<file path="config.mk">
export PLATFORM = sky130hd
export DESIGN_NAME = tupa_device_flat
export DESIGN_NICKNAME = d
export VERILOG_FILES = /design/src/tupa_pkg.sv /design/src/tupa_link_if.sv /design/src/tupa_device.sv /design/src/flat_wrapper.sv
export SDC_FILE = /design/constraint.sdc
export NUM_CORES = 1
export LEC_CHECK = 0
export BUFFER_PORTS_ARGS = -buffer_cell sky130_fd_sc_hd__buf_2
export CAP_MARGIN = 20
export CORE_ASPECT_RATIO = 0.6
export CORE_MARGIN = 5
export CORE_UTILIZATION = 45
export DETAILED_ROUTE_END_ITERATION = 8
export MAX_ROUTING_LAYER = met4
export PLACE_DENSITY = 0.74
export SLEW_MARGIN = 10
export SYNTH_ARGS = -nofsm -noshare
export SYNTH_HDL_FRONTEND = slang
export SYNTH_SLANG_ARGS = --single-unit
</file>
<file path="constraint.sdc">
create_clock -name clk -period 2.65 [get_ports clk]
set_clock_uncertainty 0.2 [all_clocks]
set_input_delay 0.53 -clock clk [delete_from_list [all_inputs] [get_ports clk]]
set_output_delay 0.53 -clock clk [all_outputs]
set_load 0.01 [all_outputs]
</file>
<file path="src/tupa_pkg.sv">
// shared constants and types for the timing unit port assignment block
`default_nettype none
package tupa_pkg;
	localparam int          NUM_UNITS     = 4;
	localparam int          UNIT_W        = 2;
	localparam int          CNT_W         = 34;
	localparam logic [33:0] CNT_MAX       = 34'h2_540B_E3FF;
	localparam int          CLK_PERIOD_NS = 40;
	localparam int          MS_NS         = 1000000;
	localparam int          MS_CYCLES     = MS_NS / CLK_PERIOD_NS;
	localparam int          MS_W          = 15;
	localparam logic [7:0]  ASC_LF        = 8'h0A;
	localparam logic [7:0]  ASC_SLASH     = 8'h2F;
	localparam logic [7:0]  ASC_EQ        = 8'h3D;
	localparam logic [7:0]  ASC_ZERO      = 8'h30;
	localparam logic [7:0]  ASC_ONE       = 8'h31;
	localparam logic [7:0]  ASC_FOUR      = 8'h34;
	localparam logic [7:0]  ASC_NINE      = 8'h39;
	localparam logic [7:0]  ASC_UP_A      = 8'h41;
	localparam logic [7:0]  ASC_UP_Z      = 8'h5A;
	localparam logic [7:0]  ASC_LOW_A     = 8'h61;
	localparam logic [7:0]  ASC_LOW_Z     = 8'h7A;
	localparam logic [7:0]  ASC_B         = 8'h42;
	localparam logic [7:0]  ASC_E         = 8'h45;
	localparam logic [7:0]  ASC_H         = 8'h48;
	localparam logic [7:0]  ASC_I         = 8'h49;
	localparam logic [7:0]  ASC_O         = 8'h4F;
	localparam logic [7:0]  ASC_U         = 8'h55;

	typedef enum logic [1:0]
	{
		MODE_NONE = 2'b00,
		MODE_IN   = 2'b01,
		MODE_OUT  = 2'b10
	} tupa_mode_t;

	localparam tupa_mode_t  DEF_MODE_U1 = MODE_OUT;
	localparam tupa_mode_t  DEF_MODE_U2 = MODE_IN;
	localparam logic [1:0]  DEF_PORT    = 2'h0;

	typedef enum logic [2:0]
	{
		PS_IDLE = 3'b000,
		PS_UNUM = 3'b001,
		PS_EQ   = 3'b010,
		PS_SEL  = 3'b011,
		PS_PNUM = 3'b100,
		PS_DONE = 3'b101,
		PS_SKIP = 3'b110
	} tupa_pstate_t;
endpackage : tupa_pkg
`default_nettype wire

</file>
<file path="src/tupa_link_if.sv">
// character link between host and timing unit device
`timescale 1ns/100ps
`default_nettype none
interface tupa_link_if;
	logic       chValid;
	logic [7:0] chData;
	logic       rspValid;
	logic [7:0] rspData;

	modport dev
	(
		input  chValid,
		input  chData,
		output rspValid,
		output rspData
	);

	modport host
	(
		output chValid,
		output chData,
		input  rspValid,
		input  rspData
	);
endinterface : tupa_link_if
`default_nettype wire

</file>
<file path="src/tupa_device.sv">
// device end: instruction parser, unit port assignment and ms counters
//
// Summary of operation
// four independent timing/counting units
// each unit: counting, interrupt or unassigned
// counter spans zero to 9 999 999 999
// output unit interrupts and pulses its line
// output syntax: U digit = [O digit]
// only digits 1-4 accepted, else error
// skip non-digits, first digit only used
// host assigns output before match/delay/period
// init: unit1 to output1, unit2 to input1
// lower-case characters are ignored
// host halts unit before output assignment
// new output assignment releases old port
// taken output port: error, nothing changes
// no port given: unit unassigned, port freed
// input syntax: U digit = [I digit]
// host assigns input before value instructions
// new input assignment releases old port
// taken input port: error, not executed
// host halts unit before input assignment
// fitted lines gate millisecond counting
// no lines fitted: count every millisecond
// line feed or slash ends an instruction
// error latched until error request reads it
`timescale 1ns/100ps
`default_nettype none
module tupa_device
	import tupa_pkg::*;
#(
	parameter int MS_CYC = tupa_pkg::MS_CYCLES
)
(
	input  wire logic                     clk,
	input  wire logic                     rst_n,
	tupa_link_if.dev                      link,
	input  wire logic [3:0]               externalCountGateLines,
	input  wire logic                     linesFitted,
	input  wire logic [3:0]               unitFire,
	output logic      [3:0]               externalPulseLines,
	output logic                          irq,
	output logic                          errFlag,
	output tupa_pkg::tupa_mode_t [3:0]    unitMode,
	output logic      [3:0][1:0]          unitPort,
	output logic      [3:0][33:0]         unitCount
);
	import tupa_pkg::*;

	typedef struct packed
	{
		tupa_pstate_t              st;
		logic [1:0]                unit;
		logic                      isOut;
		logic [1:0]                port;
		tupa_mode_t [3:0]          mode;
		logic [3:0][1:0]           prt;
		logic [3:0][CNT_W-1:0]     cnt;
		logic [MS_W-1:0]           msCnt;
		logic                      fitted;
		logic                      err;
		logic                      rspValid;
		logic [7:0]                rspData;
		logic [3:0]                pulse;
		logic                      irq;
	} tupa_dev_t;

	localparam tupa_mode_t [3:0] INIT_MODE = '{MODE_NONE, MODE_NONE, DEF_MODE_U2, DEF_MODE_U1};
	localparam logic [3:0][1:0]  INIT_PORT = {4{DEF_PORT}};
	localparam logic [MS_W-1:0]  MS_LAST   = MS_W'(MS_CYC - 1);

	localparam tupa_dev_t RST_VAL = '{
		st:       PS_IDLE,
		unit:     2'h0,
		isOut:    1'b0,
		port:     2'h0,
		mode:     INIT_MODE,
		prt:      INIT_PORT,
		cnt:      '0,
		msCnt:    '0,
		fitted:   1'b0,
		err:      1'b0,
		rspValid: 1'b0,
		rspData:  8'h00,
		pulse:    4'h0,
		irq:      1'b0
	};

	tupa_dev_t s_q;
	tupa_dev_t s_d;

	logic [7:0] ch;
	logic       isDig;
	logic       isValid;
	logic       isLow;
	logic       isUp;
	logic       isDelim;
	logic       tick;
	logic       clash;
	tupa_mode_t newMode;

	always_comb
	begin
		s_d      = s_q;
		ch       = link.chData;
		isDig    = (ch >= ASC_ZERO) && (ch <= ASC_NINE);
		isValid  = (ch >= ASC_ONE) && (ch <= ASC_FOUR);
		isLow    = (ch >= ASC_LOW_A) && (ch <= ASC_LOW_Z);
		isUp     = (ch >= ASC_UP_A) && (ch <= ASC_UP_Z);
		isDelim  = (ch == ASC_LF) || (ch == ASC_SLASH);
		tick     = (s_q.msCnt == MS_LAST);
		clash    = 1'b0;
		newMode  = s_q.isOut ? MODE_OUT : MODE_IN;
		s_d.rspValid = 1'b0;
		s_d.pulse    = 4'h0;
		s_d.irq      = 1'b0;
		s_d.fitted   = linesFitted;

		// ms timebase shared by all counting units
		s_d.msCnt = tick ? '0 : MS_W'(s_q.msCnt + 1'b1);
		for (int k = 0; k < NUM_UNITS; k++)
		begin
			if (s_q.mode[k] == MODE_IN && tick &&
				(!s_q.fitted || externalCountGateLines[s_q.prt[k]]))
			begin
				s_d.cnt[k] = (s_q.cnt[k] == CNT_MAX) ? '0 : CNT_W'(s_q.cnt[k] + 1'b1);
			end
			if (s_q.mode[k] == MODE_OUT && unitFire[k])
			begin
				s_d.pulse[s_q.prt[k]] = 1'b1;
				s_d.irq               = 1'b1;
			end
		end

		// port taken by some other unit in the requested direction
		for (int k = 0; k < NUM_UNITS; k++)
		begin
			if (2'(k) != s_q.unit && s_q.mode[k] == newMode && s_q.prt[k] == s_q.port)
			begin
				clash = 1'b1;
			end
		end

		if (link.chValid && !isLow)
		begin
			unique case (s_q.st)
				PS_IDLE:
				begin
					if (ch == ASC_U)
					begin
						s_d.st = PS_UNUM;
					end
					else if (ch == ASC_B)
					begin
						s_d.mode = INIT_MODE;
						s_d.prt  = INIT_PORT;
						s_d.st   = PS_SKIP;
					end
					else if (ch == ASC_E)
					begin
						s_d.rspValid = 1'b1;
						s_d.rspData  = ASC_ZERO | {7'h00, s_q.err};
						s_d.err      = 1'b0;
					end
					else if (!isDelim)
					begin
						s_d.st = PS_SKIP;
					end
				end
				PS_UNUM:
				begin
					if (isDelim)
					begin
						s_d.err = 1'b1;
						s_d.st  = PS_IDLE;
					end
					else if (isDig)
					begin
						s_d.unit = 2'(ch[1:0] - 2'h1);
						s_d.err  = s_q.err | !isValid;
						s_d.st   = isValid ? PS_EQ : PS_SKIP;
					end
				end
				PS_EQ:
				begin
					// extra digits and spaces fall through; other upper-case letters are other instructions
					if (ch == ASC_EQ)
					begin
						s_d.st = PS_SEL;
					end
					else if (isDelim)
					begin
						s_d.st = PS_IDLE;
					end
					else if (isUp)
					begin
						s_d.st = PS_SKIP;
					end
				end
				PS_SEL:
				begin
					if (isDelim)
					begin
						s_d.mode[s_q.unit] = MODE_NONE;
						s_d.st             = PS_IDLE;
					end
					else if (ch == ASC_O || ch == ASC_I)
					begin
						s_d.isOut = (ch == ASC_O);
						s_d.st    = PS_PNUM;
					end
				end
				PS_PNUM:
				begin
					if (isDelim)
					begin
						s_d.err = 1'b1;
						s_d.st  = PS_IDLE;
					end
					else if (isDig)
					begin
						s_d.port = 2'(ch[1:0] - 2'h1);
						s_d.err  = s_q.err | !isValid;
						s_d.st   = isValid ? PS_DONE : PS_SKIP;
					end
				end
				PS_DONE:
				begin
					if (isDelim)
					begin
						if (clash)
						begin
							s_d.err = 1'b1;
						end
						else
						begin
							s_d.mode[s_q.unit] = newMode;
							s_d.prt[s_q.unit]  = s_q.port;
						end
						s_d.st = PS_IDLE;
					end
				end
				PS_SKIP:
				begin
					if (isDelim)
					begin
						s_d.st = PS_IDLE;
					end
				end
				default:
				begin
					s_d.st = PS_IDLE;
				end
			endcase
		end
	end

	always_ff @(posedge clk or negedge rst_n)
	begin
		if (!rst_n)
		begin
			s_q <= RST_VAL;
		end
		else
		begin
			s_q <= s_d;
		end
	end

	assign link.rspValid      = s_q.rspValid;
	assign link.rspData       = s_q.rspData;
	assign externalPulseLines = s_q.pulse;
	assign irq                = s_q.irq;
	assign errFlag            = s_q.err;
	assign unitMode           = s_q.mode;
	assign unitPort           = s_q.prt;
	assign unitCount          = s_q.cnt;
endmodule : tupa_device
`default_nettype wire

</file>
<file path="src/flat_wrapper.sv">
// flat-port wrapper written by rule: the top's interface ports become plain ports
module tupa_device_flat import tupa_pkg::*;
#(
	parameter int MS_CYC = tupa_pkg::MS_CYCLES
)
  (clk, rst_n, externalCountGateLines, linesFitted, unitFire, externalPulseLines, irq, errFlag, unitMode, unitPort, unitCount, link_chValid, link_chData, link_rspValid, link_rspData);
  tupa_link_if link_i ();
  input  wire logic clk;
  input  wire logic rst_n;
  input  wire logic [3:0] externalCountGateLines;
  input  wire logic linesFitted;
  input  wire logic [3:0] unitFire;
  output logic      [3:0] externalPulseLines;
  output logic irq;
  output logic errFlag;
  output tupa_pkg::tupa_mode_t [3:0] unitMode;
  output logic      [3:0][1:0] unitPort;
  output logic      [3:0][33:0] unitCount;
  input wire logic [$bits(link_i.chValid)-1:0] link_chValid;
  input wire logic [$bits(link_i.chData)-1:0] link_chData;
  output wire logic [$bits(link_i.rspValid)-1:0] link_rspValid;
  output wire logic [$bits(link_i.rspData)-1:0] link_rspData;
  assign link_i.chValid = link_chValid;
  assign link_i.chData = link_chData;
  assign link_rspValid = link_i.rspValid;
  assign link_rspData = link_i.rspData;
  tupa_device #(.MS_CYC(MS_CYC)) u_core (.clk(clk), .rst_n(rst_n), .link(link_i), .externalCountGateLines(externalCountGateLines), .linesFitted(linesFitted), .unitFire(unitFire), .externalPulseLines(externalPulseLines), .irq(irq), .errFlag(errFlag), .unitMode(unitMode), .unitPort(unitPort), .unitCount(unitCount));
endmodule
</file>
# Yosys cells after proc, flatten, opt, wreduce, memory -nomap -nowiden
# Index checks and enable logic that the tools add are counted.
# totals
ff_bits,185
in_bits,20
output_inout_bits,167
wordCells,232
# op_classes
add_sub_neg,6
order_cmp,18
n_eq_ne,54
n_mux,68
bitwise_logic,9
reduce_logical,54
# ops
operator,count
$add 34x1->34 const B,4
$eq 34x34->1 const B,4
$mux 34,4
$mux 16,4
$mux 3,14
$eq 8x7->1 const B,5
$logic_and 1x1->1,30
$mux 10,3
$mux 5,5
$pmux 8 s3,1
$mux 9,2
$pmux 3 s6,1
$bwmux 8,2
$eq 2x2->1,8
$eq 8x6->1 const B,2
$ge 8x6->1 const B,2
$ge 8x7->1 const B,2
$le 8x6->1 const B,2
$le 8x7->1 const B,2
$mux 1,16
$pmux 8 s2,1
$reduce_and 8->1,2
$add 15x1->15 const B,1
$eq 15x15->1 const B,1
39 further kinds,91

# Depth between registers and ports, before layout
# Gate-level depths: netlist (run 1).
# depth
word_depth,11
depth_mapped,10
depth_no_buf,8

# Least setup slack after synthesis (run 1)
# Ideal clock, no wire load.
# synth_path
path_type,input to register
start,input link_chData[0]
end,"register u_core.s_q, in the netlist u_core.unitPort[0]"
setup_ns,0.122
t_arrival_ns,2.477
slack_ns,-0.149
cell_stages,9
path_buffers,1
path_cell_list,inv_1 -> ha_1 -> or3b_1 -> a2111oi_4 -> nand3_1 -> nor4_4 -> buf_4 -> o22ai_1 -> o2bb2ai_1
# synth_via
elab_chain_cells,5
# synth_rtl
item,line_no,rtl
start: declaration,flat_wrapper.sv:20,input wire logic [$bits(link_i.chData)-1:0] link_chData;
$ge 8x7->1 or $le 8x7->1 (tied branches),tupa_device.sv:108,isLow = (ch >= ASC_LOW_A) && (ch <= ASC_LOW_Z);
$logic_and 1x1->1,tupa_device.sv:108,
$logic_not 1->1,tupa_device.sv:144,if (link.chValid && !isLow)
$logic_and 1x1->1,tupa_device.sv:144,
$reduce_and 6->1 (no line) (*),--,
end signal: assignment,tupa_device.sv:262,s_q <= RST_VAL;
end signal: assignment,tupa_device.sv:266,s_q <= s_d;
end: declaration,tupa_device.sv:89,tupa_dev_t s_q;
# Mark *: on every way between the ends. The rest lies on a longest branch, timed or not.
# A chain may end at the register's enable or synchronous reset.

# Worst setup path in the final report (run 1)
# layout_path
start,input link_chData[0]
end,"register u_core.s_q, in the netlist u_core.errFlag"
# layout_via
elab_chain_cells,7
# layout_rtl
item,line_no,rtl
$ge 8x6->1 or $le 8x6->1 (tied branches),tupa_device.sv:107,isValid = (ch >= ASC_ONE) && (ch <= ASC_FOUR);
$logic_and 1x1->1,tupa_device.sv:107,
$logic_not 1->1,"tupa_device.sv:180, tupa_device.sv:223",
$or 1x1->1,"tupa_device.sv:180, tupa_device.sv:223",
$mux 1,"tupa_device.sv:177, tupa_device.sv:220",
$mux 1,tupa_device.sv:215,if (isDelim)
$pmux 1 s3,tupa_device.sv:146,unique case (s_q.st)
# Several ways; a longest one is shown, not always the timed one. The select of a mux whose other input is x is not followed.

==> impl_results.md, run 1 <==
* DP Wirelength at around 23 mm
* Pwr Total at 6.70 mW
* Worst setup margin at -0.0106 ns
* Area occupied by multi-input gates at 5370 µm²
* HP Class: input port to register
* Tcrit/Tclk final at 100%
* Share of layout cells above drive strength 1 at slightly below 30%
* DR vias at between 9000 and 10000
* Pre-antenna DRT Iters at 5
* Critical path, cell by cell: buf_4, inv_16, ha_4, or3b_4, a2111oi_4, buf_4, nor3b_2, or4_4, a21o_1, a222oi_1
* Die Wd at between 200 and 250 µm
* Area of the mapped netlist at 11400 µm²
* Core footprint at 25100 µm²
* DP Cell Count at 1647
* Avg Cell Area, Syn at 9.28 µm²
* Die Y at 133 µm
* CTS tree: done
* Largest area contributor in the synthesized netlist: dfrtp_1
* Crit path max fanout at 4
* RSZ-0062 raised after global routing: true
* Combinational Power Share at 15.2%
* Leakage power at 6.27 nW
* # clock sinks at 185
* Unique cell type count in the Yosys netlist at 82
* DR iter-0 viols at 852
* Final WL at 29.5 mm
* Port bufs at 181
* TritonCTS Buffers at 17
* Place WS at -0.478 ns
* Max-cap violations at 0
* Buf/Inv on CP at 3
* CP required at between 2 and 3 ns
* Row count at 45
* Sw Pwr at about 1.8 mW
* WS Path Type: input port to register
* Area Overhead vs Synth at 15.3%
* PwrDens at 511 nW/µm²
* Root buf cell: clkbuf_16
* Detail Route Antenna Nets at 0
* Worst path max stage delay at ~0.51 ns
* Critical path endpoint category: register
* Failing checks: setup timing
* Remaining Overflow, GRT at 0
* Synth warn at 0
* Power share of the clock group at 40.3%
* Clock latency at the later pin of the worst-skew pair at 0.44 ns
* Status: complete, but fails checks
* Die Area at around 29000 µm²
* # setup viols final at 1
* Least-Margin Pin Slew at ~0.67 ns
* Fill cells at about 2300
* Critical path data arrival time at 2.78 ns
* I/O pins at 187
* Clock-pin slew on the worst setup and hold paths at roughly 0.08 ns
* Cell count after synthesis at 1225
* Largest net degree at the start of global routing at 56
* GRT Resource Usage Total at approximately a fifth
* EDFF count, synth at 0
* Final Hold Viols at 0
* Hold_ws at roughly 0.22 ns
* Final non-filler cell total at 1690
* Synth top area share at ~40%
* Vias in the first global route at 8543
* Maximum vdd drop at 0.000390 V
* First-pass GRT wire length at 46.9 mm
* Peak Freq at 376 MHz
* Most used cell, CP: buf_4
* Fin crit period at 2.66 ns
* Sequential-to-total area share from yosys stat at about two fifths
* GP Congestion at ~0.95
* FF+latch area at 4630 µm²
* Ys async rst share at between 90% and 100%
* Number of remaining DRC errors at 0
* Top post-synthesis cells by count: dfrtp_1, buf_4, nor2_1, nand2_1, xnor2_1
* H-tree depth at 4
* Reg2Reg Setup Slack at ~0.070 ns
* Layout Nets at 1377
* Startpoint types: input port
* DR vias/cell at 5.43
* Sequential share of power at ~45%
* Critical path's top delay family: simple AND/OR/NAND/NOR gates
* Initial antenna violation count at 1
* Core Util, Final at 52.3%
* Routed WL per cell at 17.5 µm
* Max_slew headroom at 54.9%
* Cell Int Power at 4.88 mW
* Top_reg_cell synth: dfrtp_1
* Sw Share at between 20% and 30%
* Starting Density at 45.4%
* Ranking of synthesized cells by area: dfrtp_1, buf_4, xnor2_1, xor2_1, nor2_1
* Most frequent cell after synthesis: dfrtp_1
* Slew Limit Fails at 0
* CP max-delay cell: or4_4
* FF+latch count, synth at 185
* Max Root-Sink Buffers at 2
-- kinds of logic (layout without fill, tap and decap cells) --
group | after synthesis | after routing | synth area share [%]
other | 1 | 6 | 0.0330
adder cells (fa/ha/maj) | 10 | 10 | 1.10
XOR/XNOR | 129 | 129 | 9.94
buffers and inverters | 244 | 375 | 13.8
AND/OR/NAND/NOR | 519 | 519 | 25.4
AO/OA/AOI/OAI | 122 | 122 | 7.23
multiplexers | 15 | 15 | 1.78
flip-flops | 185 | 185 | 40.7
-- path summary, 6_finish.rpt --
check                                                    from                                  to  cells past startpoint
setup / recovery                               link_chData[0]          u_core.errFlag$_DFFE_PN0P_                     10
hold / removal                                    unitFire[1]                u_core.irq$_DFF_PN0_                      3
setup reg to reg                     u_core.s_q[25]$_DFF_PN0_    u_core.unitCount[28]$_DFFE_PN0P_                      7
hold reg to reg            u_core.link.rspData[0]$_DFFE_PN0P_  u_core.link.rspData[0]$_DFFE_PN0P_                      2
max in group asynchronous                               rst_n      u_core.unitMode[2]$_DFFE_PN1P_                      3
min in group asynchronous                               rst_n    u_core.unitCount[86]$_DFFE_PN0P_                      2
-- cell type report --
type	count	share of cell area, %
multi-input combinational	800	40.9
sequential	185	35.3
timing repair buffer	302	14.5
clock buffer	19	3.46
tap	329	3.14
inverter	41	1.30
clock inverter	13	1.26
antenna	1	0.0191
-- state kept, by name, summed over array words and instances, names as in the netlist --
name,flops
u_core.externalPulseLines,4
u_core.unitCount,136
u_core.link.rspData,2
u_core.unitPort,8
u_core.s_q,24
u_core.irq,1
u_core.unitMode,8
u_core.errFlag,1
u_core.link.rspValid,1
-- power groups by stage --
stage / combinational [mW] / sequential (mW) / clock [mW]
finish: 1.02 / 2.99 / 2.70
detailed placement: 0.950 / 3.04 / 0
global route: 1.10 / 2.99 / 2.89
floorplan: 0.570 / 3.02 / 0
global placement: 0.934 / 3.04 / 0
CTS: 0.959 / 2.98 / 2.78
-- per-layer routing --
layer,vias to the layer above,routed length (µm),global-route usage (%)
li1,4347,-,-
met1,4521,14400,30.8
met2,296,12700,28.6
met3,15,2210,5.70
met4,0,253,4.05
met5,-,0,-
-- repair_timing --
action	in CTS	in global routing
pin swaps	2	6
resized for setup	4	31
endpoints found under the setup margin	6	27
hold endpoints to repair	50	0
cloned	0	1
buffers inserted	0	7
hold buffers	2	0
-- through the flow --
step / instance area (µm²) / TNS (ns)
after floorplan: 11400 / -0.517
after detailed placement: 12200 / -8.44
final: 13100 / -0.0106
after global placement: 12200 / -6.50
after global routing: 13100 / -0.221
after CTS: 12900 / 0
-- placed cells by master, fill, tap and decap left out, drive strengths merged, types with 5 or more instances in the layout --
cell type	instances
xnor2	80
a21o	6
mux2i	9
nand4	50
and3	24
nor2	105
nor4	22
inv	44
and4	14
nor3	47
or2	11
o21ai	37
and2	12
dfrtp	183
nor2b	13
a21oi	24
nand3	56
nor3b	7
clkbuf	21
buf	298
xor2	49
clkinv	6
nand2	90
ha	10
nor4b	9
o22ai	7
or4	7
o2bb2ai	9
or3	21
nand2b	11
conb	5
-- worst reg2reg max path: cells and delay by family (launching register included) --
kind | cells | cell delay (ns)
simple gates | 5 | 1.65
buf+inv | 1 | 0.13
compound gates | 1 | 0.14
flops | 1 | 0.41
Note: power is estimated with default switching activity, not from simulation.
==> run 2, diff against run 1 <==
- ABC_AREA: unset -> 1
- CTS_CLUSTER_DIAMETER: unset -> 50
- PLACE_DENSITY: 0.74 -> 0.73
==> impl_results.md, run 2 <==
* Busiest grt layer: met1
* CTS tree: done
* Max Root-Sink Buffers at 2 (unchanged)
* Pre-antenna DRT Iters at 5 (unchanged)
* Max_slew headroom at 55.4% (+0.53 points)
* Max-cap violations at 0 (unchanged)
* Peak Freq at 423 MHz (+13%)
* Met1 Resource Use GR at 36.2% (+5.4 points)
* Port bufs at 181 (unchanged)
* Setup TNS at 0 ns (+0.0106 ns)
* Final Instance Area at 14200 µm² (+8.7%)
* Status: completed
* EDFF count, synth at 0 (unchanged)
* Sequential-to-total area share from yosys stat at 34.5% (-6.2 points)
* Post-CTS Setup Bufs at 0 (unchanged)
* Ys async rst share at 100% (unchanged)
* TritonCTS Buffers at 17 (unchanged)
* Root buf cell: clkbuf_16
* # setup viols final at 0 (-1)
* Synth warn at 0 (unchanged)
* Critical path endpoint category: register
* CP required at 2.78 ns (about the same)
* Vias in the first global route at 11400 (+34%)
* Worst setup margin at 0.285 ns (+0.296 ns)
* DP Wirelength at 30.9 mm (+37%)
* Most frequent cells in the layout: nand2_1, inv_1, dfrtp_1
* Fin crit period at 2.36 ns (-0.296 ns)
* Die Wd at 233 µm (+8.2%)
* Largest net degree at the start of global routing at 64 (+14%)
* FF+latch count, synth at 185 (unchanged)
* Core Util, Final at 48.0% (-4.3 points)
* Unique cell type count in the Yosys netlist at 47 (-43%)
* Maximum vdd drop at 0.000358 V (-8.2%)
* Most frequent cell after synthesis: nand2_1
* Clock-pin slew on the worst setup and hold paths at 0.07 ns (about the same)
* Top_reg_cell synth: dfrtp_1
* Area of the mapped netlist at 13400 µm² (+18%)
* Top post-synthesis cells by count: nand2_1, inv_1, dfrtp_1, nor2_1, buf_4
* DR vias/cell at 5.35 (-1.4%)
* GRT Resource Usage Total at 24.3% (+3.5 points)
* DR vias at 12600 (+37%)
* Critical path data arrival time at 2.50 ns (-0.28 ns)
* Clock latency at the later pin of the worst-skew pair at 0.45 ns (about the same)
* RSZ-0062 raised after global routing: false
* Final non-filler cell total at 2350 (+39%)
* Largest register FFs at 136 (unchanged)
* Place WS at 0.184 ns (+0.662 ns)
* Row count at 49 (+8.9%)
* WS Path Type: register to register
* Least-Margin Pin Slew at 0.663 ns (-0.0115 ns)
* First-pass GRT wire length at 62.8 mm (+34%)
* Initial antenna violation count at 1 (unchanged)
* Ranking of synthesized cells by area: dfrtp_1, nand2_1, buf_4, inv_1, o21ai_0
* Startpoint types: register
* Cell count after synthesis at 1907 (+56%)
* Area Overhead vs Synth at 6.17%
* H-tree depth at 4 (unchanged)
* DR iter-0 viols at 1341 (+57%)
* I/O pins at 187 (unchanged)
* Detail Route Antenna Nets at 0 (unchanged)
* Largest area contributor in the synthesized netlist: dfrtp_1
* HP Class: input port to register
* Area after DPL at 13600 µm² (+11%)
* Synth top area share at 34.1% (-6.1 points)
* Routed WL per cell at 16.8 µm (-3.6%)
* Die Y at 144 µm (+8.0%)
* Remaining Overflow, GRT at 0 (unchanged)
* Tcrit/Tclk final at 89.2% (-11 points)
* Die Area at 33500 µm² (+17%)
* PwrDens at 441 nW/µm² (-14%)
* # clock sinks at 185 (unchanged)
* Share of layout cells above drive strength 1 at 15.0% (-14 points)
* Crit path max fanout at 16 (+12)
* Met2 Use GR at 32.1% (+3.5 points)
* Avg Cell Area, Syn at 7.04 µm² (-24%)
* Layout Nets at 1960 (+42%)
* Starting Density at 45.2% (-0.16 points)
* Slew Limit Fails at 0 (unchanged)
* DP Cell Count at 2317 (+41%)
* Commonest non-fill, non-tap cell in the layout: nand2_1
* Final Hold Viols at 0 (unchanged)
* Core footprint at 29700 µm² (+18%)
* Final WL at 39.6 mm (+34%)
* Leakage power at 6.33 nW (+0.88%)
* Pwr Total at 6.29 mW (-6.2%)
* Number of remaining DRC errors at 0 (unchanged)
* GP Congestion at 1.00 (+5.0%)
* Grt met3 use at 6.54% (+0.84 points)
* Hold_ws at 0.120 ns (-0.101 ns)
## run 2: final timing paths
check                      slack [ns]  cells past startpoint                         from                           endpoint
min                              0.12                      3                  unitFire[2]               u_core.irq$_DFF_PN0_
min in group asynchronous        0.45                      2                        rst_n  u_core.unitCount[128]$_DFFE_PN0P_
max reg2reg                      0.29                     11  u_core.s_q[185]$_DFFE_PN0P_     u_core.unitMode[3]$_DFFE_PN0P_
max                              0.29                     11  u_core.s_q[185]$_DFFE_PN0P_     u_core.unitMode[3]$_DFFE_PN0P_
max in group asynchronous        1.12                      3                        rst_n     u_core.unitMode[2]$_DFFE_PN1P_
min reg2reg                      0.26                      1     u_core.s_q[16]$_DFF_PN0_           u_core.s_q[16]$_DFF_PN0_
## run 2: layer usage
metal / vias to the layer above / share of wire (%)
li1: 6132 / -
met1: 5870 / 49
met2: 535 / 39
met3: 47 / 9.4
met4: 0 / 2.0
met5: - / 0
## run 2: kinds of logic (layout without fill, tap and decap cells)
group / count (synthesis) / count (layout) / share of synthesized area, %
adder cells (fa/ha/maj): 10 / 10 / 0.932
other: 1 / 6 / 0.0279
AO/OA/AOI/OAI: 204 / 204 / 8.25
AND/OR/NAND/NOR: 1014 / 1014 / 34.1
XOR/XNOR: 88 / 88 / 5.74
flip-flops: 185 / 185 / 34.5
buffers and inverters: 405 / 435 / 16.4
## run 2: worst max-delay path, cell delays in order, from the launching register on
cell and delay [ns]:
dfrtp_1 0.52, inv_1 0.20, nand3_1 0.11, nand2_1 0.05, nand2_1 0.06, nor2_1 0.04
nor2_1 0.23, nand3_1 0.13, nand2_2 0.23, nand3_4 0.26, nand2_1 0.16, o21ai_2 0.06
## run 2: area by class of cell
class	instances	area, µm²
Fill cell	3041	15400
Multi-Input combinational cell	1321	6610
Sequential cell	185	4630
Timing Repair Buffer	209	1180
Inverter	196	736
Tap cell	408	510
Clock buffer	20	457
Clock inverter	10	121
Antenna cell	1	2.50
## run 2: power breakdown
group	switching, mW	internal, mW	leakage, nW	total, mW
Clock	1.17	1.43	0.271	2.61
Sequential	0.0801	2.89	2.18	2.97
Combinational	0.478	0.232	3.87	0.710
Total	1.73	4.55	6.33	6.29
## run 2: repair_timing
item,4_1_cts,5_1_grt
setup endpoints to repair,0,8
gates resized for setup,0,1
hold buffers,2,0
hold endpoints to repair,56,0
==> run 3, diff against run 2 <==
- CORE_UTILIZATION: 45 -> 35
- PLACE_DENSITY: 0.73 -> 0.6
==> impl_results.md, run 3 (same netlist as run 2, synthesis figures left out) <==
* Status: completed
* Final WL at 41.5 mm (+4.9%)
* Largest register FFs at 136 (unchanged)
* GRT Resource Usage Total at 19.7% (-4.6 points)
* Largest net degree at the start of global routing at 58 (-9.4%)
* Area Overhead vs Synth at 6.92%
* Setup TNS at 0 ns (unchanged)
* Tcrit/Tclk final at 90.6% (+1.4 points)
* Slew Limit Fails at 0 (unchanged)
* Most frequent cells in the layout: nand2_1, inv_1, dfrtp_1
* Worst path max stage delay at 0.54 ns (+0.02 ns)
* PwrDens at 436 nW/µm² (-1.2%)
* Max_slew headroom at 47.8% (-7.6 points)
* CP required at 2.78 ns (about the same)
* Startpoint types: register
* Least-Margin Pin Slew at 0.776 ns (+0.113 ns)
* CP max-delay cell: dfrtp_1
* # clock sinks at 185 (unchanged)
* Sequential share of power at 47.4% (+0.2 points)
* Fin crit period at 2.40 ns (+0.0370 ns)
* Remaining Overflow, GRT at 0 (unchanged)
* Core footprint at 37800 µm² (+27%)
* Critical path, cell by cell: inv_1, nand2_1, nand2_1, nand2_1, nor2_1, nor2_1, nand3_1, nand2_2, nand3_4, nand2_1, o21ai_2
* Starting Density at 35.5% (-9.7 points)
* Sw Pwr at 1.74 mW (+0.28%)
* Die Y at 162 µm (+12%)
* Max Root-Sink Buffers at 2 (unchanged)
* Combinational Power Share at 11.4% (about the same)
* Final Instance Area at 14300 µm² (+0.70%)
* Critical path endpoint category: register
* Cell Int Power at 4.52 mW (-0.77%)
* Final Hold Viols at 0 (unchanged)
* Detail Route Antenna Nets at 0 (unchanged)
* Worst setup margin at 0.248 ns (-0.0370 ns)
* Root buf cell: clkbuf_16
* Vias in the first global route at 11500 (+0.67%)
* H-tree depth at 4 (unchanged)
* Area after DPL at 13700 µm² (+0.76%)
* Sw Share at 27.8% (+0.21 points)
* Layout Nets at 1958 (-0.10%)
* Clock-pin slew on the worst setup and hold paths at 0.07 ns (about the same)
* CTS tree: done
* Maximum vdd drop at 0.000376 V (+4.9%)
* Die Wd at 263 µm (+13%)
* DP Wirelength at 32.7 mm (+5.9%)
* Critical path data arrival time at 2.53 ns (+0.03 ns)
* Leakage power at 6.32 nW (-0.13%)
* Crit path max fanout at 16 (unchanged)
* Port bufs at 181 (unchanged)
* RSZ-0062 raised after global routing: false
* HP Class: input port to register
* Post-CTS Setup Bufs at 0 (unchanged)
* Hold_ws at 0.143 ns (+0.0223 ns)
* Most used cell, CP: nand2_1
* DR vias at 12700 (+0.55%)
* Commonest non-fill, non-tap cell in the layout: nand2_1
* Share of layout cells above drive strength 1 at 15.0% (-0.052 points)
* Pwr Total at 6.26 mW (-0.48%)
* Pre-antenna DRT Iters at 6 (+1)
* Power share of the clock group at 41.2% (-0.3 points)
* I/O pins at 187 (unchanged)
* Clock latency at the later pin of the worst-skew pair at 0.44 ns (about the same)
* # setup viols final at 0 (unchanged)
* Routed WL per cell at 16.9 µm (+0.49%)
* Antenna cells at 0 (-1)
* Max-cap violations at 0 (unchanged)
* WS Path Type: register to register
* Initial antenna violation count at 0 (-1)
* DR iter-0 viols at 1407 (+4.9%)
* Row count at 55 (+12%)
* Fill cells at 4031 (+33%)
* GP Congestion at 0.996 (-0.64%)
* Die Area at 42500 µm² (+27%)
* Number of remaining DRC errors at 0 (unchanged)
* TritonCTS Buffers at 17 (unchanged)
* First-pass GRT wire length at 65.8 mm (+4.8%)
* DR vias/cell at 5.16 (-3.7%)
* Peak Freq at 416 MHz (-1.5%)
* Place WS at 0.118 ns (-0.0659 ns)
## run 3: changes by cell type in the layout (fill, tap and decap cells not counted), sizes merged
cell / before / now
clkbuf: 21 / 24
inv: 197 / 198
diode: 1 / 0
clkinvlp: 4 / 3
buf: 206 / 204
bufinv: 2 / 1
## run 3: path summary, 6_finish.rpt
kind | from | endpoint | slack (ns) | depth (start not counted)
min | unitFire[2] | u_core.irq$_DFF_PN0_ | 0.14 | 3
max reg2reg | u_core.unitPort[5]$_DFFE_PN0P_ | u_core.unitMode[0]$_DFFE_PN0P_ | 0.25 | 11
max | u_core.unitPort[5]$_DFFE_PN0P_ | u_core.unitMode[0]$_DFFE_PN0P_ | 0.25 | 11
min in group asynchronous | rst_n | u_core.unitCount[128]$_DFFE_PN0P_ | 0.40 | 2
max in group asynchronous | rst_n | u_core.unitMode[1]$_DFFE_PN1P_ | 1.14 | 3
min reg2reg | u_core.s_q[16]$_DFF_PN0_ | u_core.s_q[16]$_DFF_PN0_ | 0.25 | 1
## run 3: layer usage
layer,track usage [%],routed length (µm),vias to the layer above
met5,-,0,-
met4,4.42,730,0
met3,3.45,2730,36
met2,26.7,16800,461
met1,30.5,21300,6028
li1,-,-,6128
## run 3: timing repair
action / in CTS / in global routing
gates resized for setup: 0 / 1
hold endpoints to repair: 41 / 0
hold buffers: 2 / 0
endpoints found under the setup margin: 0 / 4
## run 3: worst max-delay path: cells and delay by family (launching register included)
family / cells / cell delay, ns
buffers and inverters: 1 / 0.16
DFF: 1 / 0.54
AOI/OAI and AO/OA: 1 / 0.06
and+or+nand+nor: 9 / 1.32
## run 3: final cells by class
type | instances | area (µm²) | area share, %
repair buffers | 207 | 1150 | 8.03
multi-input cells | 1321 | 6610 | 46.1
clock buffers | 23 | 488 | 3.40
flip-flops and latches | 185 | 4630 | 32.3
inverters | 196 | 736 | 5.13
clock inverters | 9 | 88.8 | 0.619
well taps | 513 | 642 | 4.47
## run 3: per-stage QoR
step                      instances  utilization, %
after floorplan                1911               -
after global placement         2420            36.4
after detailed placement       2420            36.4
after CTS                      2454            38.0
after global routing           2454            38.0
final                          2454            38.0
## run 3: power by group through the flow
stage / logic (mW) / registers [mW] / clock network (mW)
after floorplan: 0.517 / 2.99 / 0
after global placement: 0.701 / 3.02 / 0
after detailed placement: 0.710 / 3.02 / 0
after CTS: 0.714 / 2.96 / 2.67
after global routing: 0.817 / 2.98 / 2.79
final: 0.710 / 2.97 / 2.58
